`src/asm_pkg.sv`:
```
// Constants for the converter status and operating-configuration register bank.
// Operation
// RULE1: Ready flag clears when a fresh conversion result is stored.
// RULE2: Ready flag sets after a result read and before a pending overwrite.
// RULE3: Ready flag sets in power-down or idle, or while restart pin is low.
// RULE4: Serial-out pin shows conversion completion when no read is shifting.
// RULE5: Clamp error flag updates with each result, set for saturated results.
// RULE6: Clamp error flag clears on a host write that starts a conversion.
// RULE7: Missing reference flag follows the reference; results saturate to ones meanwhile.
// RULE8: Missing reference flag works only with reference detection enabled.
// RULE9: Clamp error flag also sets whenever the reference input is invalid.
// RULE10: With parity enabled, parity bit shows odd count of ones in result.
// RULE11: Host should enable status append when checking parity; status follows data.
// RULE12: Low status bits hold the channel of the stored result.
// RULE13: Configuration register uses select code 001 and resets to 0x080060.
// RULE14: Configuration register is 24 bits, readable and writable serially.
// RULE15: Configuration bits shift most significant first on reads and writes.
// RULE16: Any configuration write restarts modulator and filter, sets ready flag.
// RULE17: Configuration field layout fixed; bits 17, 16, 14 and 12 are zero.
// RULE18: Status register is 8-bit read-only, code 000 on reads, resets to 0x80.
// RULE19: Reserved configuration bits read as zero; host writes zero there.
package asm_pkg;

   // Register select codes.
   localparam logic [2:0]  RS_STATUS    = 3'h0;
   localparam logic [2:0]  RS_MODE      = 3'h1;
   localparam logic [2:0]  RS_CONFIG    = 3'h2;
   localparam logic [2:0]  RS_DATA      = 3'h3;
   localparam logic [2:0]  RS_ID        = 3'h4;
   localparam logic [2:0]  RS_GPO       = 3'h5;

   // Reset values.
   localparam logic [23:0] MODE_RESET   = 24'h080060;
   localparam logic [7:0]  STATUS_RESET = 8'h80;

   // Writable bits of the operating configuration; the others stay zero.
   localparam logic [23:0] MODE_WR_MASK = 24'hFCAFFF;

   // Operating configuration field positions.
   localparam int MODE_MD_HI  = 23;
   localparam int MODE_MD_LO  = 21;
   localparam int MODE_DATSTA = 20;
   localparam int MODE_CLK_HI = 19;
   localparam int MODE_CLK_LO = 18;
   localparam int MODE_THIRD_ORDER_FILTER_SELECT  = 15;
   localparam int MODE_PARITY_ENABLE  = 13;
   localparam int MODE_SINGLE = 11;
   localparam int MODE_REJECTION_60HZ_ENABLE  = 10;
   localparam int MODE_FS_HI  = 9;
   localparam int MODE_FS_LO  = 0;

   // Status field positions.
   localparam int ST_RDY   = 7;
   localparam int ST_ERR   = 6;
   localparam int ST_MISSING_REFERENCE_FLAG = 5;
   localparam int ST_PAR   = 4;

   // Communication byte field positions.
   localparam int COMM_WEN   = 7;
   localparam int COMM_RW    = 6;
   localparam int COMM_RS_HI = 5;
   localparam int COMM_RS_LO = 3;

   // Serial transfer lengths in bits.
   localparam logic [5:0]  LEN_BYTE   = 6'h08;
   localparam logic [5:0]  LEN_WORD   = 6'h18;
   localparam logic [5:0]  LEN_APPEND = 6'h20;
   localparam logic [5:0]  LEN_LAST   = 6'h01;

   // Serial phases.
   typedef enum logic [1:0]
   {
      PH_COMM  = 2'b00,
      PH_WRITE = 2'b01,
      PH_READ  = 2'b10
   } asm_phase_e;

endpackage

```
`src/asm_status_mode.sv`:
```
// Status and operating-configuration register bank behind the three-wire serial port.
`timescale 1ns/1ps
module asm_status_mode
(
   // Clock and reset.
   input  wire logic        clk,
   input  wire logic        rst_b,
   // Serial port, sampled on clk; sclk idles high.
   input  wire logic        cs_b,
   input  wire logic        sclk,
   input  wire logic        din,
   output logic             dout_rdy_b,
   // Conversion engine side.
   input  wire logic        conv_load,
   input  wire logic [23:0] conv_data,
   input  wire logic [3:0]  conv_channel,
   input  wire logic        conv_clamped,
   input  wire logic        pre_update,
   input  wire logic        power_down_or_idle,
   input  wire logic        sync_b,
   input  wire logic        ref_invalid,
   input  wire logic        reference_detect_enable,
   // Operating configuration fields.
   output logic [2:0]       operating_mode_select,
   output logic             append_status_enable,
   output logic [1:0]       clock_source_select,
   output logic             third_order_filter_select,
   output logic             parity_enable,
   output logic             single_cycle_enable,
   output logic             rejection_60hz_enable,
   output logic [9:0]       output_rate_divider,
   output logic             filter_restart,
   // Status view.
   output logic [7:0]       conversion_status,
   output logic [23:0]      held_result
);
   import asm_pkg::*;

   typedef struct packed
   {
      logic [23:0] mode;
      logic        rdy;
      logic        err;
      logic        missing_reference_flag;
      logic        par;
      logic [3:0]  chan;
      logic [23:0] result;
      asm_phase_e  phase;
      logic [2:0]  rs;
      logic        sclk_q;
      logic        dout;
      logic        restart;
   } asm_state_s;

   asm_state_s  s;
   asm_state_s  next_s;

   logic        rise;
   logic        fall;
   logic        sh_load;
   logic [31:0] sh_data;
   logic [5:0]  sh_len;
   logic        sh_shift;
   logic [31:0] sh_q;
   logic [5:0]  sh_cnt;
   logic        mode_wr;
   logic        data_rd;
   logic [7:0]  comm;
   logic [23:0] word;
   logic [23:0] stored;
   logic [7:0]  status_now;

   // Transfer length of each register; the data word grows by the status byte when appended.
   function automatic logic [5:0] reg_len(input logic [2:0] rs, input logic append);
      logic [5:0] len;
      len = LEN_WORD;
      case (rs)
         RS_STATUS, RS_ID, RS_GPO : len = LEN_BYTE;
         RS_DATA                  : len = append ? LEN_APPEND : LEN_WORD;
         default                  : len = LEN_WORD;
      endcase
      return len;
   endfunction

   // Word presented for a read, left aligned so the first bit leaves from the top.
   function automatic logic [31:0] read_word(input logic [2:0]  rs,
                                             input logic [23:0] mode,
                                             input logic [23:0] result,
                                             input logic [7:0]  status);
      logic [31:0] w;
      w = 32'h00000000;
      case (rs)
         RS_STATUS : w = {status, 24'h000000};
         RS_MODE   : w = {mode, 8'h00};
         RS_DATA   : w = {result, status};
         default   : w = 32'h00000000;
      endcase
      return w;
   endfunction

   // Serial edges seen on the system clock.
   assign rise       = sclk & ~s.sclk_q;
   assign fall       = ~sclk & s.sclk_q;
   assign status_now = {s.rdy, s.err, s.missing_reference_flag, s.par, s.chan};

   asm_shift u_shift
   (
      .clk       (clk),
      .rst_b     (rst_b),
      .load      (sh_load),
      .load_data (sh_data),
      .load_len  (sh_len),
      .shift     (sh_shift),
      .shift_in  (din),
      .shift_q   (sh_q),
      .count     (sh_cnt)
   );

   // Next-state logic: serial framing first, then the status flags that it affects.
   always_comb
   begin
      next_s         = s;
      sh_load        = 1'b0;
      sh_data        = 32'h00000000;
      sh_len         = LEN_BYTE;
      sh_shift       = 1'b0;
      mode_wr        = 1'b0;
      data_rd        = 1'b0;
      comm           = 8'h00;
      word           = 24'h000000;
      stored         = 24'h000000;
      next_s.sclk_q  = sclk;
      next_s.restart = 1'b0;

      // Deselecting the port abandons any partial transfer and rearms for a byte.
      if (cs_b)
      begin
         next_s.phase = PH_COMM;
         sh_load      = 1'b1;
         next_s.dout  = s.rdy;
      end
      else
      begin
         unique case (s.phase)
            PH_COMM:
            begin
               next_s.dout = s.rdy; // RULE4
               // A leading one is not taken, so an idle-high data line never frames a byte.
               if (rise && !(sh_cnt == LEN_BYTE && din))
               begin
                  sh_shift = 1'b1;
                  if (sh_cnt == LEN_LAST)
                  begin
                     comm      = {sh_q[6:0], din};
                     next_s.rs = comm[COMM_RS_HI:COMM_RS_LO];
                     sh_load   = 1'b1;
                     if (comm[COMM_RW])
                     begin
                        next_s.phase = PH_READ;
                        sh_len  = reg_len(comm[COMM_RS_HI:COMM_RS_LO], s.mode[MODE_DATSTA]);
                        sh_data = read_word(comm[COMM_RS_HI:COMM_RS_LO], s.mode, s.result,
                                            status_now); // RULE11
                     end
                     else if (comm[COMM_RS_HI:COMM_RS_LO] == RS_STATUS)
                     begin
                        // Code zero on a write addresses only the communication byte. RULE18
                        sh_len = LEN_BYTE;
                     end
                     else
                     begin
                        next_s.phase = PH_WRITE;
                        sh_len = reg_len(comm[COMM_RS_HI:COMM_RS_LO], 1'b0);
                     end
                  end
               end
            end
            PH_WRITE:
            begin
               next_s.dout = s.rdy;
               if (rise)
               begin
                  sh_shift = 1'b1;
                  if (sh_cnt == LEN_LAST)
                  begin
                     // First bit received ends up on top of the word. RULE15
                     word = {sh_q[22:0], din};
                     if (s.rs == RS_MODE) // RULE13
                     begin
                        next_s.mode = word & MODE_WR_MASK; // RULE14 RULE17 RULE19
                        mode_wr     = 1'b1;
                     end
                     next_s.phase = PH_COMM;
                     sh_load      = 1'b1;
                  end
               end
            end
            PH_READ:
            begin
               // Output moves on the falling edge so the host samples a stable bit. RULE15
               if (fall)
               begin
                  next_s.dout = sh_q[31];
               end
               if (rise)
               begin
                  sh_shift = 1'b1;
                  if (sh_cnt == LEN_LAST)
                  begin
                     data_rd      = (s.rs == RS_DATA);
                     next_s.phase = PH_COMM;
                     sh_load      = 1'b1;
                  end
               end
            end
            default:
            begin
               next_s.phase = PH_COMM;
               sh_load      = 1'b1;
            end
         endcase
      end

      // Reference watch runs every cycle, so the flag drops as soon as it recovers.
      next_s.missing_reference_flag = ref_invalid & reference_detect_enable; // RULE7 RULE8

      // Capture of a new result with its error, parity and channel.
      if (conv_load)
      begin
         stored        = s.missing_reference_flag ? 24'hFFFFFF : conv_data; // RULE7
         next_s.result = stored;
         next_s.chan   = conv_channel; // RULE12
         next_s.err    = conv_clamped | s.missing_reference_flag; // RULE5
         next_s.par    = s.mode[MODE_PARITY_ENABLE] & (^stored); // RULE10
      end

      // A configuration write starts a new conversion and clears the error.
      if (mode_wr)
      begin
         // A result landing in the same cycle keeps its error, so the set wins over the clear.
         if (!conv_load)
         begin
            next_s.err  = 1'b0; // RULE6
         end
         next_s.restart = 1'b1; // RULE16
      end

      // An invalid reference wins over any clear in the same cycle.
      if (ref_invalid)
      begin
         next_s.err = 1'b1; // RULE9
      end

      // New data clears ready; a read or an imminent overwrite sets it again.
      if (conv_load)
      begin
         next_s.rdy = 1'b0; // RULE1
      end
      else if (data_rd || pre_update)
      begin
         next_s.rdy = 1'b1; // RULE2
      end

      // Stopped or restarted conversion always reads as not ready.
      if (power_down_or_idle || !sync_b)
      begin
         next_s.rdy = 1'b1; // RULE3
      end
      if (mode_wr)
      begin
         next_s.rdy = 1'b1; // RULE16
      end
   end

   // State register with documented reset values.
   always_ff @(posedge clk)
   begin
      if (!rst_b)
      begin
         s        <= '0;
         s.mode   <= MODE_RESET; // RULE13
         s.rdy    <= STATUS_RESET[ST_RDY]; // RULE18
         s.err    <= STATUS_RESET[ST_ERR];
         s.missing_reference_flag  <= STATUS_RESET[ST_MISSING_REFERENCE_FLAG];
         s.par    <= STATUS_RESET[ST_PAR];
         s.chan   <= STATUS_RESET[3:0];
         s.sclk_q <= 1'b1;
         s.dout   <= 1'b1;
      end
      else
      begin
         s <= next_s;
      end
   end

   // Outputs are flip-flop contents only.
   assign dout_rdy_b                = s.dout;
   assign operating_mode_select     = s.mode[MODE_MD_HI:MODE_MD_LO];
   assign append_status_enable      = s.mode[MODE_DATSTA];
   assign clock_source_select       = s.mode[MODE_CLK_HI:MODE_CLK_LO];
   assign third_order_filter_select = s.mode[MODE_THIRD_ORDER_FILTER_SELECT];
   assign parity_enable             = s.mode[MODE_PARITY_ENABLE];
   assign single_cycle_enable       = s.mode[MODE_SINGLE];
   assign rejection_60hz_enable     = s.mode[MODE_REJECTION_60HZ_ENABLE];
   assign output_rate_divider       = s.mode[MODE_FS_HI:MODE_FS_LO];
   assign filter_restart            = s.restart;
   assign conversion_status         = status_now;
   assign held_result               = s.result;
endmodule

```
`src/asm_shift.sv`:
```
// Serial shift register with bit counter, used for both directions of the port.
`timescale 1ns/1ps
module asm_shift
(
   // Clock and reset.
   input  wire logic        clk,
   input  wire logic        rst_b,
   // Control.
   input  wire logic        load,
   input  wire logic [31:0] load_data,
   input  wire logic [5:0]  load_len,
   input  wire logic        shift,
   input  wire logic        shift_in,
   // State.
   output logic      [31:0] shift_q,
   output logic      [5:0]  count
);
   import asm_pkg::*;

   typedef struct packed
   {
      logic [31:0] sr;
      logic [5:0]  cnt;
   } asm_shift_s;

   asm_shift_s s;
   asm_shift_s next_s;

   // Load takes priority so a frame boundary can reload in the same cycle as its last bit.
   always_comb
   begin
      next_s = s;
      if (load)
      begin
         next_s.sr  = load_data;
         next_s.cnt = load_len;
      end
      else if (shift)
      begin
         next_s.sr = {s.sr[30:0], shift_in};
         if (s.cnt != 6'h00)
         begin
            next_s.cnt = s.cnt - LEN_LAST;
         end
      end
   end

   // State register.
   always_ff @(posedge clk)
   begin
      if (!rst_b)
      begin
         s <= '0;
         s.cnt <= LEN_BYTE;
      end
      else
      begin
         s <= next_s;
      end
   end

   assign shift_q = s.sr;
   assign count   = s.cnt;
endmodule

```
`config.mk`:
```
export PLATFORM = sky130hd
export DESIGN_NAME = asm_status_mode
export DESIGN_NICKNAME = d
export VERILOG_FILES = /design/src/asm_pkg.sv /design/src/asm_status_mode.sv /design/src/asm_shift.sv
export SDC_FILE = /design/constraint.sdc
export NUM_CORES = 1
export LEC_CHECK = 0
export BUFFER_PORTS_ARGS = -buffer_cell sky130_fd_sc_hd__buf_2
export CORE_MARGIN = 1.5
export CORE_UTILIZATION = 49
export DETAILED_ROUTE_END_ITERATION = 10
export GPL_ROUTABILITY_DRIVEN = 0
export PLACE_DENSITY = 0.79
export SETUP_SLACK_MARGIN = 0.2
export SYNTH_ARGS = -nofsm -noshare
export SYNTH_HDL_FRONTEND = slang
export SYNTH_SLANG_ARGS = --single-unit
```
`constraint.sdc`:
```
create_clock -name clk -period 2.7 [get_ports clk]
set_input_delay 0.54 -clock clk [delete_from_list [all_inputs] [get_ports clk]]
set_output_delay 0.54 -clock clk [all_outputs]
set_load 0.05 [all_outputs]
```
; Word-level counts from Yosys, hierarchy flattened
; Index checks and enable logic that the tools add are counted.
[totals]
ff_bits = 98
[classes]
addsub = 1
n_eq_ne = 16
muxes = 54
n_bitwise = 9
reduce_logical = 24
[op_table]
columns = cell, n
row1 = $mux 32, 5
row2 = $pmux 32 s3, 1
row3 = $mux 38, 2
row4 = $mux 6, 8
row5 = $mux 1, 25
row6 = $mux 24, 1
row7 = $reduce_xor 24->1, 1
row8 = $mux 5, 3
row9 = $pmux 6 s2, 1
row10 = $reduce_and 5->1, 2
row11 = $mux 2, 4
row12 = $eq 3x1->1 const B, 2
row13 = $eq 3x2->1 const B, 2
row14 = $eq 3x3->1 const B, 2
row15 = $eq 6x1->1 const B, 1
row16 = $eq 6x4->1 const B, 1
row17 = $pmux 1 s2, 3
row18 = $reduce_bool 2->1, 3
row19 = $reduce_bool 6->1, 1
row20 = $reduce_or 2->1, 3
row21 = $reduce_or 3->1, 2
row22 = $sub 6x1->6 const B, 1
row23 = $and 1x1->1, 4
row24 = $ne 2x1->1 const B, 2
row25 = 16 further kinds, 24

; Logic depth before layout (Yosys ltp)
[depth]
word_depth = 10
ltp_mapped = 10

; Modules after synthesis
; From an unflattened synthesis, not the netlist that was laid out.
[hier_totals]
hier_cells = 559
area_unflattened_um2 = 5205.0
[modules_own_cells]
columns = mod, n_inst, cells_each, area_each_um2, seq_area_each_um2
row1 = asm_status_mode, 1, 341, 3328.2, 1201.2
row2 = asm_shift, 1, 218, 1876.8, 760.7

; Least setup slack after synthesis
; Ideal clock, no wire load.
[synth_timing]
path_type = flip-flop to flip-flop
from = reg u_shift.s (netlist bit u_shift.count[0])
to = reg u_shift.s (netlist bit u_shift.shift_q[12])
setup_ns = 0.122
arrival_ns = 2.204
required_time_ns = 2.578
path_slack_ns = 0.374
stages_incl_launch_ff = 10
synth_period_minus_slack_ns = 2.326
path_cell_list = dfxtp_1 inv_1 ha_1 or3b_4 o31a_1 o21ai_4 a2111oi_4 and2_4 buf_6 a221o_1
[synth_between]
elab_chain_cells = 8
[synth_rtl]
columns = item, line
row1 = start: declaration, asm_shift.sv:26  ; asm_shift_s s;
row2 = start signal: assignment, asm_shift.sv:58  ; s <= next_s;
row3 = $eq 6x4->1, asm_status_mode.sv:149  ; if (rise && !(sh_cnt == LEN_BYTE && din))
row4 = $logic_and 1x1->1, asm_status_mode.sv:149
row5 = $logic_not 1->1, asm_status_mode.sv:149
row6 = $logic_and 1x1->1, asm_status_mode.sv:149
row7 = $mux 1 / $mux 32 (equally long branches), asm_status_mode.sv:149
row8 = $pmux 1 s2 / $mux 32 (equally long branches), asm_status_mode.sv:144  ; unique case (s.phase)
row9 = $mux 1 / $mux 32 (equally long branches), asm_status_mode.sv:136  ; if (cs_b)
row10 = $mux 38 / $reduce_bool 2->1 (equally long branches), --
; Several ways; a longest one is shown, not always the timed one.
; A chain may end at the register's enable or synchronous reset.

; Final worst setup path
[layout_timing]
from = reg u_shift.s (netlist bit u_shift.count[0])
to = reg u_shift.s (netlist bit u_shift.shift_q[15])
; Same word-level chain as after synthesis.

==> results.py <==
metrics = {
    "global_routing": {
        "grt_pass1_vias": 3796,
        "grt_pass1_wl_um": 19100,
        "antenna_found_initial": 0,
        "grt.overflow.total": 0,
        "grtUsageTotal_pct": 23.5,
        "grt_max_degree": 45,
    },
    "routing": {
        "firstDrtPassIters": 5,
        "via_per_inst": 5.74,
        "antenna_left": 0,
        "wl_per_cell_um": 17.1,
        "wl_um": 12000,
        "drtIter0Drc": 251,
        "drc": 0,
        "num_vias": 4031,
    },
    "final_layout": {
        "stdcell_count": 702,
        "multiInputGateArea_um2": 2350,
        "drive_above_1_share_pct": 25.7,
        "fin_nets": 611,
        "antenna_cells": 0,
        "area_growth_syn_to_layout_pct": 9.11,
        "fill_cells": 873,
        "ff_latch_area_um2": 1960,
    },
    "clock_network": {
        "hold_buffers": 0,
        "clk_pin_slew_ns": 0.09,
        "cts_sinks": 98,
        "clk_latency_ns": 0.36,
        "h-tree-depth": 3,
        "cts_made_buffers": 9,
        "cts_tree": "done",
        "cts-root-buf": "clkbuf_8",
        "clockBufferDepth": 2,
    },
    "timing": {
        "hold_violations": 0,
        "finalSetupViolCount": 0,
        "worst_pin_slew_ns": 0.899,
        "slew_violations": 0,
        "fin_skew_ns": 0.0118,
        "fin_setup_tns_ns": 0,
        "min_period_ns": 2.38,
        "slew_headroom_pct": 40.0,
        "finalCritPeriodShare_pct": 88.1,
        "fmax_ghz": 0.420,
        "postLayoutSetupSlackWorst_ns": 0.322,
        "whs_ns": 0.397,
        "rsz0062_at_grt": "no",
    },
    "worst_setup_path": {
        "crit_path_max_fanout": 13,
        "cp_data_required_time_ns": 2.95,
        "r2r_slack_ns": 0.32,
        "max_stage_delay_ns": 0.39,
        "reg2reg_to": "u_shift.shift_q[15]",
        "r2r_cells": 8,
        "worstPathArrival_ns": 2.63,
        "cp-end-kind": "flop",
        "slowest_stage": "or3b_4",
        "regToRegStartpoint": "u_shift.count[0]",
        "path_class": "reg -> reg",
        "crit_chain": "inv_1, ha_1, or3b_4, o31a_1, o21ai_4, a2111oi_4, and2_4, a221o_1",
        "worstSetupStartpointType": "flop",
    },
    "hold_path": {
        "min_to": "conversion_status[7]",
        "hold_path.class": "in -> reg",
        "holdPathStages": 3,
        "min_from": "power_down_or_idle",
    },
    "floorplanning": {
        "dieArea_um2": 10500,
        "core_um2": 9680,
        "row_count": 36,
        "ios": 94,
        "floorplan.die.height_um": 102,
        "die_w_um": 102,
        "initial_utilization_pct": 49.9,
    },
    "pwr": {
        "ir_drop_mv": 0.259,
        "totalPowerFinal_mw": 2.80,
        "p_leak_nw": 2.06,
        "p_per_area_nw_per_um2": 532,
    },
    "synthesis": {
        "synth-seq-cells": 98,
        "synth_seq_area_share_pct": 40.6,
        "ys.warnings.count": 0,
        "syn_inst": 521,
        "synthFlopType": "dfxtp_1",
        "synth_edf_count": 0,
        "synth_cell_types": 51,
        "syn-num-nets": 568,
        "ys_async_sr_fraction_pct": 0,
        "syn_area_um2": 4830,
        "avgSynthCellArea_um2": 9.28,
    },
    "placement": {
        "hpwl_um": 8710,
        "post-place-ws_ns": 0.123,
        "placedCellCount": 684,
        "io_buffers": 93,
    },
    "run_status": {
        "run_status": "complete, no violations",
    },
    "flow_run": {
        "drv_cap": 0,
    },
}
[how the worst max path moves through the flow]
stage | cells after the start | slack (ns) | start | endpoint
floorplan | 9 | 0.37 | u_shift.count[0] | u_shift.shift_q[12]
global placement | 8 | 0.23 | u_shift.count[0] | u_shift.shift_q[12]
detailed placement | 8 | 0.12 | u_shift.count[0] | u_shift.shift_q[15]
CTS | 9 | 0.23 | u_shift.count[0] | u_shift.shift_q[20]
global route | 9 | 0.16 | u_shift.count[0] | u_shift.shift_q[20]
finish | 8 | 0.32 | u_shift.count[0] | u_shift.shift_q[15]
[per-layer routing]
layer / global-route usage, % / part of all wire, % / vias to the layer above
met2: 38.7 / 47 / 187
li1: - / - / 1888
met1: 31.7 / 44 / 1932
met4: 7.17 / 2.0 / 0
met5: 0 / 0 / -
met3: 3.83 / 7.5 / 24
[final cells by class]
class,count,share of cell area (%)
multi-input cells,338,44.6
flip-flops and latches,98,37.2
repair buffers,109,11.4
well taps,133,3.15
clock buffers,13,2.63
inverters,8,0.569
clock inverters,3,0.451
[Yosys cell counts, drive strengths merged, types with 2 or more instances]
library cell	n	area, um2
and2	5	33.8
nor3b	2	15.0
o221a	2	22.5
nand2b	5	31.3
xnor2	22	193
a22o	8	70.1
o211ai	2	15.0
buf	61	440
or3	2	12.5
o21a	2	15.0
a32oi	2	17.5
o22ai	27	169
nor4b	3	41.3
clkbuf	16	60.1
o21ai	9	56.3
mux2i	40	400
dfxtp	98	1960
a221oi	3	26.3
nand3	5	30.0
inv	8	30.0
a22oi	15	113
a221o	13	130
or2	2	12.5
and3	2	12.5
xor2	2	17.5
ha	7	87.6
a21oi	22	110
a31oi	3	18.8
nor2	76	285
nor2b	7	43.8
nor3	6	30.0
mux2	9	101
nand2	24	90.1
[worst max-delay path: cells and delay by family, from the launching register on]
kind | cells | cell delay [ns]
compound gates | 4 | 1.02
fa+ha+maj | 1 | 0.15
buf+inv | 1 | 0.12
flops | 1 | 0.35
simple gates | 2 | 0.62
[sequential cells by signal (all words and copies together) (netlist names), 2 cells and up]
signal and flops:
clock_source_select 2, conversion_status 8, held_result 24, operating_mode_select 3, output_rate_divider 10, s 6
u_shift.count 6, u_shift.shift_q 32
[where the power goes]
part | switching, mW | internal, mW
clock | 0.498 | 0.341
sequential | 0.0452 | 1.48
combinational | 0.279 | 0.159
total | 0.822 | 1.98
[per-stage QoR]
step           utilization, %  instance area [um2]
2_1_floorplan               -                 4830
3_3_place_gp             52.5                 5080
3_5_place_dp             52.5                 5080
4_1_cts                  54.2                 5250
5_1_grt                  54.5                 5280
6_report                 54.5                 5280
[repair_timing]
action | in CTS | in global routing
endpoints found under the hold margin | 0 | 0
setup endpoints to repair | 13 | 33
pin swaps | 0 | 2
setup buffers | 0 | 2
gates resized for setup | 1 | 4
[kinds of logic after synthesis]
kind of cell	after synthesis	share of synthesized area [%]
AO/OA/AOI/OAI	114	17.2
XOR/XNOR	24	4.35
adder cells (fa/ha/maj)	7	1.81
buffers and inverters	85	11.0
flip-flops	98	40.6
multiplexers	49	10.4
AND/OR/NAND/NOR	144	14.7
[layout by cell type, fill, tap and decap left out, types with 9 or more instances in the layout]
cell type  instances
o22ai_1           27
buf_2             93
buf_4             14
mux2i_1           40
mux2_2             9
clkbuf_8           9
dfxtp_1           98
a21oi_1           22
nor2_1            76
nand2_1           24
a22oi_1           15
xnor2_1           22
a221o_1           13
No activity file was read; power rests on OpenSTA's default activity.
